===== src/logic/codec_ctl_defs.vh =====
// Constants for the codec control command decoder
`ifndef CODEC_CTL_DEFS_VH
`define CODEC_CTL_DEFS_VH

// Command byte fields
`define CMD_DIR_BIT 7
`define CLS_LOCAL 2'b00
`define CLS_GLOBAL 2'b01
`define CLS_BAD 2'b10
`define CLS_RAM 2'b11
`define RAM_MSG_BIT 4

// Access space codes on the access port
`define SPACE_LOCAL 2'b00
`define SPACE_GLOBAL 2'b01
`define SPACE_COEF 2'b10
`define SPACE_MSG 2'b11

// Identification byte (arbitrary neutral value)
`define ID_BYTE 8'h5A

// Channel select register: global address and enable field
`define CHSEL_ADDR 5'h05
`define CE_MSB 7
`define CE_LSB 4

// Power control registers
`define LPWR_ADDR 5'h08
`define STBY_BIT 0
`define GPWR_ADDR 5'h15
`define PLL_SLEEP_BIT 0
`define STANDBY_RESET 4'hF
`define PLL_SLEEP_RESET 1'b0

// RAM block transfer: 8 words, 2 bytes each
`define RAM_LAST_WORD 3'h7
`define RAM_BYTES 5'h10

`endif


===== src/logic/serial_byte_port.v =====
// Serial control port: pin synchronisers, byte receive and transmit shifters
`timescale 1ns/10ps
module serial_byte_port (
    // Clock and reset
    input wire core_clk,
    input wire reset,
    // Pins
    input wire cs_n_pin,
    input wire sclk_pin,
    input wire sdi_pin,
    output wire sdo_out,
    // Byte side
    input wire [7:0] tx_byte,
    input wire tx_load,
    output wire cs_active,
    output reg rx_valid_r,
    output reg [7:0] rx_byte_r
);

reg cs_s1_r;
reg cs_s2_r;
reg ck_s1_r;
reg ck_s2_r;
reg ck_s3_r;
reg di_s1_r;
reg di_s2_r;
reg [6:0] rx_sh_r;
reg [2:0] cnt_r;
reg skip_r;
reg [7:0] tx_sh_r;
wire rise;
wire fall;

assign rise = ck_s2_r & ~ck_s3_r;
assign fall = ~ck_s2_r & ck_s3_r;
assign cs_active = ~cs_s2_r;
assign sdo_out = tx_sh_r[7];

always @(posedge core_clk)
begin
    if (reset)
    begin
        cs_s1_r <= 1'b1;
        cs_s2_r <= 1'b1;
        // Serial clock rests low, so no false edge follows reset
        ck_s1_r <= 1'b0;
        ck_s2_r <= 1'b0;
        ck_s3_r <= 1'b0;
        di_s1_r <= 1'b0;
        di_s2_r <= 1'b0;
        rx_sh_r <= 7'h00;
        cnt_r <= 3'h0;
        skip_r <= 1'b0;
        tx_sh_r <= 8'h00;
        rx_valid_r <= 1'b0;
        rx_byte_r <= 8'h00;
    end
    else
    begin
        cs_s1_r <= cs_n_pin;
        cs_s2_r <= cs_s1_r;
        ck_s1_r <= sclk_pin;
        ck_s2_r <= ck_s1_r;
        ck_s3_r <= ck_s2_r;
        di_s1_r <= sdi_pin;
        di_s2_r <= di_s1_r;
        rx_valid_r <= 1'b0;
        if (!cs_active)
        begin
            // Partial byte is dropped when select rises
            cnt_r <= 3'h0;
            skip_r <= 1'b0;
        end
        else if (rise)
        begin
            rx_sh_r <= {rx_sh_r[5:0], di_s2_r};
            cnt_r <= cnt_r + 3'h1;
            if (cnt_r == 3'h7)
            begin
                rx_valid_r <= 1'b1;
                rx_byte_r <= {rx_sh_r, di_s2_r};
                skip_r <= 1'b1;
            end
        end
        // Fall right after a byte end keeps the next byte's first bit
        if (tx_load)
            tx_sh_r <= tx_byte;
        else if (cs_active && fall)
        begin
            if (skip_r)
                skip_r <= 1'b0;
            else
                tx_sh_r <= {tx_sh_r[6:0], 1'b0};
        end
    end
end

endmodule


===== src/logic/codec_control_command_decoder.v =====
// Command decoder for the serial control port of a four-channel codec
// Summary of operation
// - Command bit 7: zero read, one write
// - Bits 6..5: local, global, RAM classes
// - Low five bits address local/global register
// - RAM bit 4 picks coefficient or message
// - Enable field bits map channels 4..1
// - Writes go to all enabled channels
// - Reads send identification byte first
// - Register access counts down to low address bits 00
// - Select high aborts, finished accesses kept
// - Standby bit stops that channel only
// - Reset leaves all channels in standby
// - Commands still run during channel standby
// - Suspend when PLL sleep and all standby
// - No RAM operations while suspended
// - Global commands ignore channel enables
// - Coefficient block: eight words, top first
// - Message block: eight words, top first
`timescale 1ns/10ps
`include "codec_ctl_defs.vh"
module codec_control_command_decoder (
    // Clock and reset
    input wire core_clk,
    input wire reset,
    // Serial control pins
    input wire cs_n_pin,
    input wire sclk_pin,
    input wire sdi_pin,
    output wire sdo_out,
    output wire sdo_oe,
    // Register and RAM access port
    output reg acc_wr_r,
    output reg acc_rd_r,
    output reg [1:0] acc_space_r,
    output reg [4:0] acc_addr_r,
    output reg [2:0] acc_word_r,
    output reg [3:0] acc_mask_r,
    output reg [15:0] acc_wdata_r,
    input wire [15:0] acc_rdata,
    // Channel and power state
    output wire [3:0] channel_enable,
    output wire [3:0] chan_standby,
    output wire pll_sleep,
    output wire suspend
);

localparam ST_IDLE = 2'h0;
localparam ST_WRITE = 2'h1;
localparam ST_READ = 2'h2;
localparam ST_DISCARD = 2'h3;

reg [1:0] state_r;
reg [1:0] space_r;
reg [4:0] addr_r;
reg [4:0] left_r;
reg hi_r;
reg [2:0] word_r;
reg [7:0] hold_r;
reg [15:0] pend_r;
reg cap_r;
reg ram_ok_r;
reg drive_r;
reg [3:0] ce_r;
reg [3:0] standby_r;
reg pll_sleep_r;
reg [7:0] tx_byte_r;
reg tx_load_r;
reg [15:0] rdata_mux;
wire cs_active;
wire rx_valid;
wire [7:0] rx_byte;
wire is_ram;

serial_byte_port u_port (
    .core_clk(core_clk),
    .reset(reset),
    .cs_n_pin(cs_n_pin),
    .sclk_pin(sclk_pin),
    .sdi_pin(sdi_pin),
    .sdo_out(sdo_out),
    .tx_byte(tx_byte_r),
    .tx_load(tx_load_r),
    .cs_active(cs_active),
    .rx_valid_r(rx_valid),
    .rx_byte_r(rx_byte)
);

function [4:0] addr_down;
    input [4:0] a;
    begin
        addr_down = {a[4:2], a[1:0] - 2'b01};
    end
endfunction

assign is_ram = space_r[1];
assign sdo_oe = drive_r & cs_active;
assign channel_enable = ce_r;
assign chan_standby = standby_r;
assign pll_sleep = pll_sleep_r;
assign suspend = pll_sleep_r & (&standby_r);

// Read data: channel select and global power registers answer here, the rest (local power included) from outside
always @*
begin
    rdata_mux = acc_rdata;
    if (acc_space_r == `SPACE_GLOBAL && acc_addr_r == `CHSEL_ADDR)
        rdata_mux = {8'h00, ce_r, 4'h0};
    else if (acc_space_r == `SPACE_GLOBAL && acc_addr_r == `GPWR_ADDR)
        rdata_mux = {15'h0000, pll_sleep_r};
end

always @(posedge core_clk)
begin
    if (reset)
    begin
        state_r <= ST_IDLE;
        space_r <= `SPACE_LOCAL;
        addr_r <= 5'h00;
        left_r <= 5'h00;
        hi_r <= 1'b1;
        word_r <= `RAM_LAST_WORD;
        hold_r <= 8'h00;
        pend_r <= 16'h0000;
        cap_r <= 1'b0;
        ram_ok_r <= 1'b0;
        drive_r <= 1'b0;
        ce_r <= 4'h0;
        standby_r <= `STANDBY_RESET;
        pll_sleep_r <= `PLL_SLEEP_RESET;
        tx_byte_r <= 8'h00;
        tx_load_r <= 1'b0;
        acc_wr_r <= 1'b0;
        acc_rd_r <= 1'b0;
        acc_space_r <= `SPACE_LOCAL;
        acc_addr_r <= 5'h00;
        acc_word_r <= 3'h0;
        acc_mask_r <= 4'h0;
        acc_wdata_r <= 16'h0000;
    end
    else
    begin
        acc_wr_r <= 1'b0;
        acc_rd_r <= 1'b0;
        tx_load_r <= 1'b0;
        cap_r <= acc_rd_r;
        if (cap_r)
            pend_r <= rdata_mux;
        if (!cs_active)
        begin
            // Abort: earlier completed accesses stay as they are
            state_r <= ST_IDLE;
            drive_r <= 1'b0;
        end
        else if (rx_valid)
        begin
            case (state_r)
            ST_IDLE:
            begin
                hi_r <= 1'b1;
                word_r <= `RAM_LAST_WORD;
                ram_ok_r <= ~suspend;
                case (rx_byte[6:5])
                `CLS_LOCAL, `CLS_GLOBAL:
                begin
                    space_r <= rx_byte[5] ? `SPACE_GLOBAL : `SPACE_LOCAL;
                    addr_r <= rx_byte[4:0];
                    left_r <= {3'b000, rx_byte[1:0]} + 5'h01;
                end
                `CLS_RAM:
                begin
                    if (rx_byte[`RAM_MSG_BIT])
                    begin
                        space_r <= `SPACE_MSG;
                        addr_r <= {2'b00, rx_byte[2:0]};
                    end
                    else
                    begin
                        space_r <= `SPACE_COEF;
                        addr_r <= {1'b0, rx_byte[3:0]};
                    end
                    left_r <= `RAM_BYTES;
                end
                default:
                    left_r <= 5'h00;
                endcase
                if (rx_byte[6:5] == `CLS_BAD)
                    state_r <= ST_DISCARD;
                else if (rx_byte[`CMD_DIR_BIT])
                    state_r <= ST_WRITE;
                else
                begin
                    state_r <= ST_READ;
                    tx_byte_r <= `ID_BYTE;
                    tx_load_r <= 1'b1;
                    drive_r <= 1'b1;
                    // First item is fetched while the identifier shifts out
                    acc_rd_r <= (rx_byte[6:5] != `CLS_RAM) | ~suspend;
                    acc_word_r <= `RAM_LAST_WORD;
                    if (rx_byte[6:5] == `CLS_RAM)
                    begin
                        acc_space_r <= rx_byte[`RAM_MSG_BIT] ?
                            `SPACE_MSG : `SPACE_COEF;
                        acc_addr_r <= rx_byte[`RAM_MSG_BIT] ?
                            {2'b00, rx_byte[2:0]} : {1'b0, rx_byte[3:0]};
                    end
                    else
                    begin
                        acc_space_r <= rx_byte[5] ?
                            `SPACE_GLOBAL : `SPACE_LOCAL;
                        acc_addr_r <= rx_byte[4:0];
                    end
                    acc_mask_r <= rx_byte[5] ? 4'h0 : ce_r;
                end
            end
            ST_WRITE:
            begin
                left_r <= left_r - 5'h01;
                if (left_r == 5'h01)
                    state_r <= ST_DISCARD;
                acc_space_r <= space_r;
                acc_addr_r <= addr_r;
                acc_mask_r <= (space_r == `SPACE_GLOBAL) ? 4'h0 : ce_r;
                if (!is_ram)
                begin
                    acc_wr_r <= 1'b1;
                    acc_wdata_r <= {8'h00, rx_byte};
                    addr_r <= addr_down(addr_r);
                    if (space_r == `SPACE_GLOBAL && addr_r == `CHSEL_ADDR)
                        ce_r <= rx_byte[`CE_MSB:`CE_LSB];
                    if (space_r == `SPACE_GLOBAL && addr_r == `GPWR_ADDR)
                        pll_sleep_r <= rx_byte[`PLL_SLEEP_BIT];
                    if (space_r == `SPACE_LOCAL && addr_r == `LPWR_ADDR)
                        standby_r <= (standby_r & ~ce_r) |
                            (ce_r & {4{rx_byte[`STBY_BIT]}});
                end
                else if (hi_r)
                begin
                    hold_r <= rx_byte;
                    hi_r <= 1'b0;
                end
                else
                begin
                    acc_wr_r <= ram_ok_r;
                    acc_word_r <= word_r;
                    if (space_r == `SPACE_COEF)
                        acc_wdata_r <= {hold_r, rx_byte[7:2], 2'b00};
                    else
                        acc_wdata_r <= {hold_r, rx_byte};
                    word_r <= word_r - 3'h1;
                    hi_r <= 1'b1;
                end
            end
            ST_READ:
            begin
                tx_load_r <= 1'b1;
                left_r <= left_r - 5'h01;
                if (left_r == 5'h01)
                    state_r <= ST_DISCARD;
                if (!is_ram)
                begin
                    tx_byte_r <= pend_r[7:0];
                    addr_r <= addr_down(addr_r);
                    acc_addr_r <= addr_down(addr_r);
                    acc_rd_r <= (left_r != 5'h01);
                end
                else if (hi_r)
                begin
                    tx_byte_r <= pend_r[15:8];
                    hi_r <= 1'b0;
                end
                else
                begin
                    tx_byte_r <= pend_r[7:0];
                    hi_r <= 1'b1;
                    word_r <= word_r - 3'h1;
                    acc_word_r <= word_r - 3'h1;
                    acc_rd_r <= (left_r != 5'h01) & ram_ok_r;
                end
            end
            default:
            begin
                // Bytes beyond the command are ignored, reads pad zeros
                tx_byte_r <= 8'h00;
                tx_load_r <= drive_r;
            end
            endcase
        end
    end
end

endmodule


===== config.mk =====
export PLATFORM = sky130hd
export DESIGN_NAME = codec_control_command_decoder
export DESIGN_NICKNAME = d
export VERILOG_FILES = /design/src/logic/serial_byte_port.v /design/src/logic/codec_control_command_decoder.v
export VERILOG_INCLUDE_DIRS = /design/src /design/src/logic
export SDC_FILE = /design/constraint.sdc
export NUM_CORES = 1
export LEC_CHECK = 0
export ABC_AREA = 0
export BUFFER_PORTS_ARGS = -buffer_cell sky130_fd_sc_hd__buf_2
export CAP_MARGIN = 20
export CORE_MARGIN = 1
export CORE_UTILIZATION = 52
export CTS_BUF_LIST = sky130_fd_sc_hd__clkbuf_16
export DETAILED_ROUTE_END_ITERATION = 6
export PLACE_DENSITY_LB_ADDON = 0.05
export SLEW_MARGIN = 40
export SYNTH_ARGS = -nofsm -noshare
export SYNTH_HDL_FRONTEND = slang
export SYNTH_SLANG_ARGS = --single-unit

===== constraint.sdc =====
create_clock -name core_clk -period 1.9 [get_ports core_clk]
set_clock_uncertainty 0.15 [all_clocks]
set_input_delay 0.095 -clock core_clk [delete_from_list [all_inputs] [get_ports core_clk]]
set_output_delay 0.095 -clock core_clk [all_outputs]
set_load 0.05 [all_outputs]

# Word level (Yosys, flattened, before mapping)
# Cells that the tools add are included.
# op_classes
add_sub_neg	5
eq_ne	31
n_mux	68
bitwise	21
reduce_logical	42
# op_table
operator	n
$mux W16	4
$mux W8	7
$reduce_and A5 Y1	9
$pmux W5 S2	4
$ne A2 B2 Y1 const B	12
$pmux W8 S3	1
$mux W4	5
$mux W5	4
$reduce_and A4 Y1	5
$mux W1	19
$mux W3	6
$mux W2	8
$pmux W5 S3	1
$pmux W2 S2	3
$reduce_and A3 Y1	4
$not A1 Y1	11
$eq A5 B3 Y1 const B	2
$eq A5 B5 Y1 const B	2
$pmux W3 S3	1
$reduce_and A9 Y1	1
$and A4 B4 Y4	2
$eq A2 B1 Y1 const B	4
$eq A2 B2 Y1 const B	4
$pmux W4 S2	1
other kinds (27)	47
# word_totals
regBits	130
inputBits	21
out_inout_bits	44
wordCells	204

# Logic depth before layout (Yosys ltp)
# depth
word_depth	7
mapped_depth	8
ltp_nobuf	6

# Modules after synthesis
# From an unflattened synthesis, not the netlist that was laid out.
# hier_totals
hier_cells	655
hier_area_um2	5838.1
# modules_own_cells
module	instances	cells_each	area_per_inst_um2	seq_area_each_um2
codec_control_command_decoder	1	514	4453.0	1901.8
serial_byte_port	1	141	1385.1	700.7

# Least setup slack after synthesis
# No wires, ideal clock.
# synth_timing
kind	reg-to-reg
start	register acc_space_r[0]
end	register pend_r[6]
setup_ps	91
t_arrival_ps	1815
required_time_ps	1659
path_slack_ps	-156
stages_incl_launch_ff	6
path_buffers	1
synth_period_minus_slack_ps	2056
path_cell_list	dfxtp_1 > nor4bb_1 > nand3b_1 > buf_2 > or3b_1 > a311oi_1
# synth_between
elab_chain_cells	4
elab_cells_between_ends	5
classes_between	eq/ne: 1; mux: 2; reduce/logical: 2
# synth_rtl
item	line_no	text
from (decl)	codec_control_command_decoder.v:35	output reg [1:0] acc_space_r,
from (signal assigned)	codec_control_command_decoder.v:135	acc_space_r <= `SPACE_LOCAL;
from (signal assigned)	codec_control_command_decoder.v:202	acc_space_r <= rx_byte[`RAM_MSG_BIT] ?
from (signal assigned)	codec_control_command_decoder.v:209	acc_space_r <= rx_byte[5] ?
$eq A2 B1 Y1 (no line) (*)	n/a	
$logic_and A1 B1 Y1 (no line)	n/a	
$mux W16	codec_control_command_decoder.v:109	else if (acc_space_r == `SPACE_GLOBAL && acc_addr_r == `GPWR_ADDR)
$mux W16 (*)	codec_control_command_decoder.v:107	if (acc_space_r == `SPACE_GLOBAL && acc_addr_r == `CHSEL_ADDR)
to (signal assigned)	codec_control_command_decoder.v:148	pend_r <= rdata_mux;
to (decl)	codec_control_command_decoder.v:60	reg [15:0] pend_r;
# Mark *: on every way between the ends. The rest lies on a longest branch, timed or not.
# A chain may end at the register's enable or synchronous reset.

# Final worst setup path
# layout_timing
start	register state_r[1]
end	register acc_mask_r[0]
# layout_between
elab_chain_cells	3
elab_cells_between_ends	7
classes_between	eq/ne: 3; mux: 1; reduce/logical: 3
# layout_rtl
item	line_no	text
from (decl)	codec_control_command_decoder.v:53	reg [1:0] state_r;
from (signal assigned)	codec_control_command_decoder.v:117	state_r <= ST_IDLE;
from (signal assigned)	codec_control_command_decoder.v:152	state_r <= ST_IDLE;
from (signal assigned)	codec_control_command_decoder.v:188	state_r <= ST_DISCARD;
$logic_not A2 Y1 / $eq A2 B1 Y1 (equally long branches)	codec_control_command_decoder.v:157	case (state_r)
$ne A2 B2 Y1 (no line) / $reduce_bool A2 Y1 (equally long branches)	n/a	
$reduce_and A5 Y1 (no line)	n/a	
to (signal assigned)	codec_control_command_decoder.v:213	acc_mask_r <= rx_byte[5] ? 4'h0 : ce_r;
to (signal assigned)	codec_control_command_decoder.v:223	acc_mask_r <= (space_r == `SPACE_GLOBAL) ? 4'h0 : ce_r;
to (decl)	codec_control_command_decoder.v:38	output reg [3:0] acc_mask_r,
# Several ways; a longest one is shown, not always the timed one.

==> metrics.md <==
| Metric | Value |
|---|---|
| Status | `complete, no violations` |
| Mapped cell area | `0.00570 sq mm` |
| Vias in the first global route | `4930` |
| Post-Syn Instances | `646` |
| Core area | `0.0105 sq mm` |
| Antenna Violating Nets Remaining | `0` |
| Worst path slowest cell | `or4_4` |
| HP Class | `reg2reg` |
| Max Freq | `532 MHz` |
| CTS clk-pin slew, worst paths | `60 ps` |
| Clk_lat worst skew | `420 ps` |
| Tcrit/Tclk final | `98.9%` |
| Die Span Y | `107 microns` |
| Die ar. | `0.0114 sq mm` |
| Asr flop ratio synth | `0%` |
| Die width | `107 microns` |
| CTS tree | `yes` |
| Total Power | `5.95 mW` |
| DR vias/cell | `5.72` |
| Post-synth cell types | `60` |
| DR vias | `5214` |
| Final Max Slew Viols | `0` |
| Grt ovf | `0` |
| Unrepaired setup endpoints after global routing | `true` |
| Drt drc | `0` |
| Max Root-Sink Buffers | `2` |
| Sink Count | `130` |
| Worst vdd ir | `0.698 mV` |
| Most common cell in the netlist | `dfxtp_1` |
| Buffers added on ports | `64` |
| Share of cells above drive strength 1 | `27.8%` |
| Worst path bufs/invs | `2` |
| Design Area, Final | `0.00740 sq mm` |
| Total Routing Usage GR | `27.4%` |
| Area leader, netlist | `dfxtp_1` |
| Initial antenna violation count | `0` |
| Antenna diodes | `0` |
| Nets@finish | `797` |
| Main area contributors after synthesis | `dfxtp_1, a21oi_1, mux2i_1, nor2_1, nand2_1` |
| First-pass GRT wire length | `24500 microns` |
| CP Cell Sequence | `inv_2 -> ha_4 -> and2_4 -> or4_4 -> buf_6 -> nand2_1 -> a21oi_1` |
| Final Hold Fails | `0` |
| CTS Root Buffer Type | `clkbuf_16` |
| Pre-antenna DRT Iters | `5` |
| Required time at the worst-slack endpoint | `2040 ps` |
| Ys Warns | `0` |
| Worst hold path cell count | `1` |
| Crit path time final | `1880 ps` |
| Placed Area | `0.00642 sq mm` |
| Worst R2R Path Depth | `7` |
| Cts bufs inserted | `17` |
| Initial core utilization | `54.5%` |
| Avg Cell Area, Syn | `8.82 sq um` |
| Wirelength per Cell | `16.5 microns` |
| Crit path max fanout | `4` |
| Final setup fails | `0` |
| Gpl congestion | `0.898` |
| Synth top area share | `45.7%` |
| Main synth FF type | `dfxtp_1` |
| Starting DRT DRC Count | `356` |
| Power density cells | `804 mW/mm^2` |
| Placement Rows | `37` |
| Crit start category | `flip-flop` |
| Post-synthesis sequential area ratio | `45.7%` |
| H-Tree Level Count | `4` |
| Levels on crit path | `7` |
| Number of synthesized flops with an enable pin | `0` |
| Max Cap Viol | `0` |
| CP delay by family, top | `simple AND/OR/NAND/NOR gates` |
| Ports | `65` |
| Critical Path Max Stage Delay | `570 ps` |
| Register bit total from synthesis | `130` |
| Most frequent cells after synthesis | `dfxtp_1, a21oi_1, nor2_1, nand2_1` |
| Detailed placement HPWL | `9940 microns` |
| Setup Crit Path Kind | `reg2reg` |
| Syn Nets | `680` |
| Slew HR | `58.5%` |
| Worst-Margin Slew | `621 ps` |
| Endpoint class of the critical path | `flip-flop` |
| Static Leak | `2.91 nW` |
| Pin count of the biggest net entering global routing | `49` |
| Synth-to-Final Area Change | `29.9%` |
| Total wire length | `15100 microns` |
| CP Data Arrival Time | `2020 ps` |
## state kept, by name, summed over array words and instances (netlist names), 5 cells and up, named ones only
name / flops
acc_wdata_r: 16
pend_r: 16
hold_r: 8
tx_byte_r: 8
u_port.rx_byte_r: 8
u_port.tx_sh_r: 8
u_port.rx_sh_r: 7
acc_addr_r: 5
addr_r: 5
left_r: 5
## final cells by class
cell class | count | area, sq um
Timing Repair Buffer | 142 | 997
Fill cell | 797 | 3060
Sequential cell | 130 | 2620
Clock buffer | 17 | 425
Inverter | 13 | 55.1
Tap cell | 136 | 170
Multi-Input combinational cell | 459 | 3000
Clock inverter | 15 | 138
## stage by stage
stage               std cells  setup TNS [ps]  hold slack, ps  utilization [%]  setup WS [ps]
floorplan                 646           -76.4            48.8                -          -49.1
global placement          853            -130             128             61.4          -36.1
detailed placement        853            -420             131             61.4          -85.7
CTS                       909           -38.4             268             69.2          -22.1
global route              912            -330             298             70.8          -56.8
finish                    912               0             265             70.8           21.0
## cell families (layout without fill, tap and decap cells)
group / count (synthesis) / count (layout) / share of synthesized area (%)
flip-flops: 130 / 130 / 45.7
AND/OR/NAND/NOR: 252 / 252 / 23.0
adder cells (fa/ha/maj): 13 / 13 / 2.85
XOR/XNOR: 1 / 1 / 0.154
AO/OA/AOI/OAI: 150 / 150 / 16.3
multiplexers: 43 / 43 / 7.88
buffers and inverters: 57 / 187 / 4.13
## worst paths after layout
| path | from | endpoint | slack (ps) |
|---|---|---|---|
| min reg2reg | u_port.cs_s1_r$_SDFF_PP1_ | u_port.cs_s2_r$_SDFF_PP1_ | 270 |
| max reg2reg | state_r[1]$_SDFFE_PP0P_ | acc_mask_r[0]$_SDFFE_PP0P_ | 20 |
| min | u_port.cs_s1_r$_SDFF_PP1_ | u_port.cs_s2_r$_SDFF_PP1_ | 270 |
| max | state_r[1]$_SDFFE_PP0P_ | acc_mask_r[0]$_SDFFE_PP0P_ | 20 |
## routing by layer
| metal | part of all wire (%) | global-route usage, % | vias to the layer above |
|---|---|---|---|
| met2 | 47 | 42.9 | 183 |
| met3 | 5.0 | 5.59 | 26 |
| li1 | - | - | 2513 |
| met1 | 46 | 37.3 | 2492 |
| met5 | 0 | 0 | - |
| met4 | 1.7 | 9.88 | 0 |
## cells in the final DEF, fill, tap and decap left out, types with 3 or more instances in the layout
cell	netlist	final
clkbuf_16	0	17
dfxtp_1	130	124
and2_1	4	3
o21bai_1	3	3
buf_4	1	50
o21a_1	4	4
a311oi_1	11	7
inv_1	12	11
nand2b_1	22	22
ha_1	13	10
nor2_1	65	63
o21ai_1	0	4
mux2i_1	28	28
nand3_1	28	28
nand2_1	62	62
nand4_1	7	7
dfxtp_2	0	4
a211o_1	7	7
dlygate4sd3_1	0	23
nor3_1	11	10
o21ai_0	24	17
o21ai_2	0	3
mux2_2	15	15
a21oi_2	1	3
nor2b_1	18	17
buf_6	1	5
and3_1	3	3
clkinv_4	0	3
a31oi_1	4	4
nand3b_1	4	4
a311oi_2	0	4
buf_2	8	63
a22o_1	8	8
a21oi_1	74	72
or2_2	4	4
clkinvlp_4	0	7
or3b_4	0	3
## where the power goes
part / internal (mW) / switching, mW
Sequential: 2.73 / 0.00684
Combinational: 0.0674 / 0.0666
Clock: 1.81 / 1.28
Total: 4.60 / 1.35
## what timing repair did
| item | 4_1_cts | 5_1_grt |
|---|---|---|
| endpoints found under the hold margin | 34 | 0 |
| pin swaps | 2 | 8 |
| setup buffers | 1 | 3 |
| hold buffers | 23 | 0 |
| resized for setup | 5 | 42 |
| endpoints found under the setup margin | 18 | 48 |
Note: power is estimated with default switching activity, not from simulation.
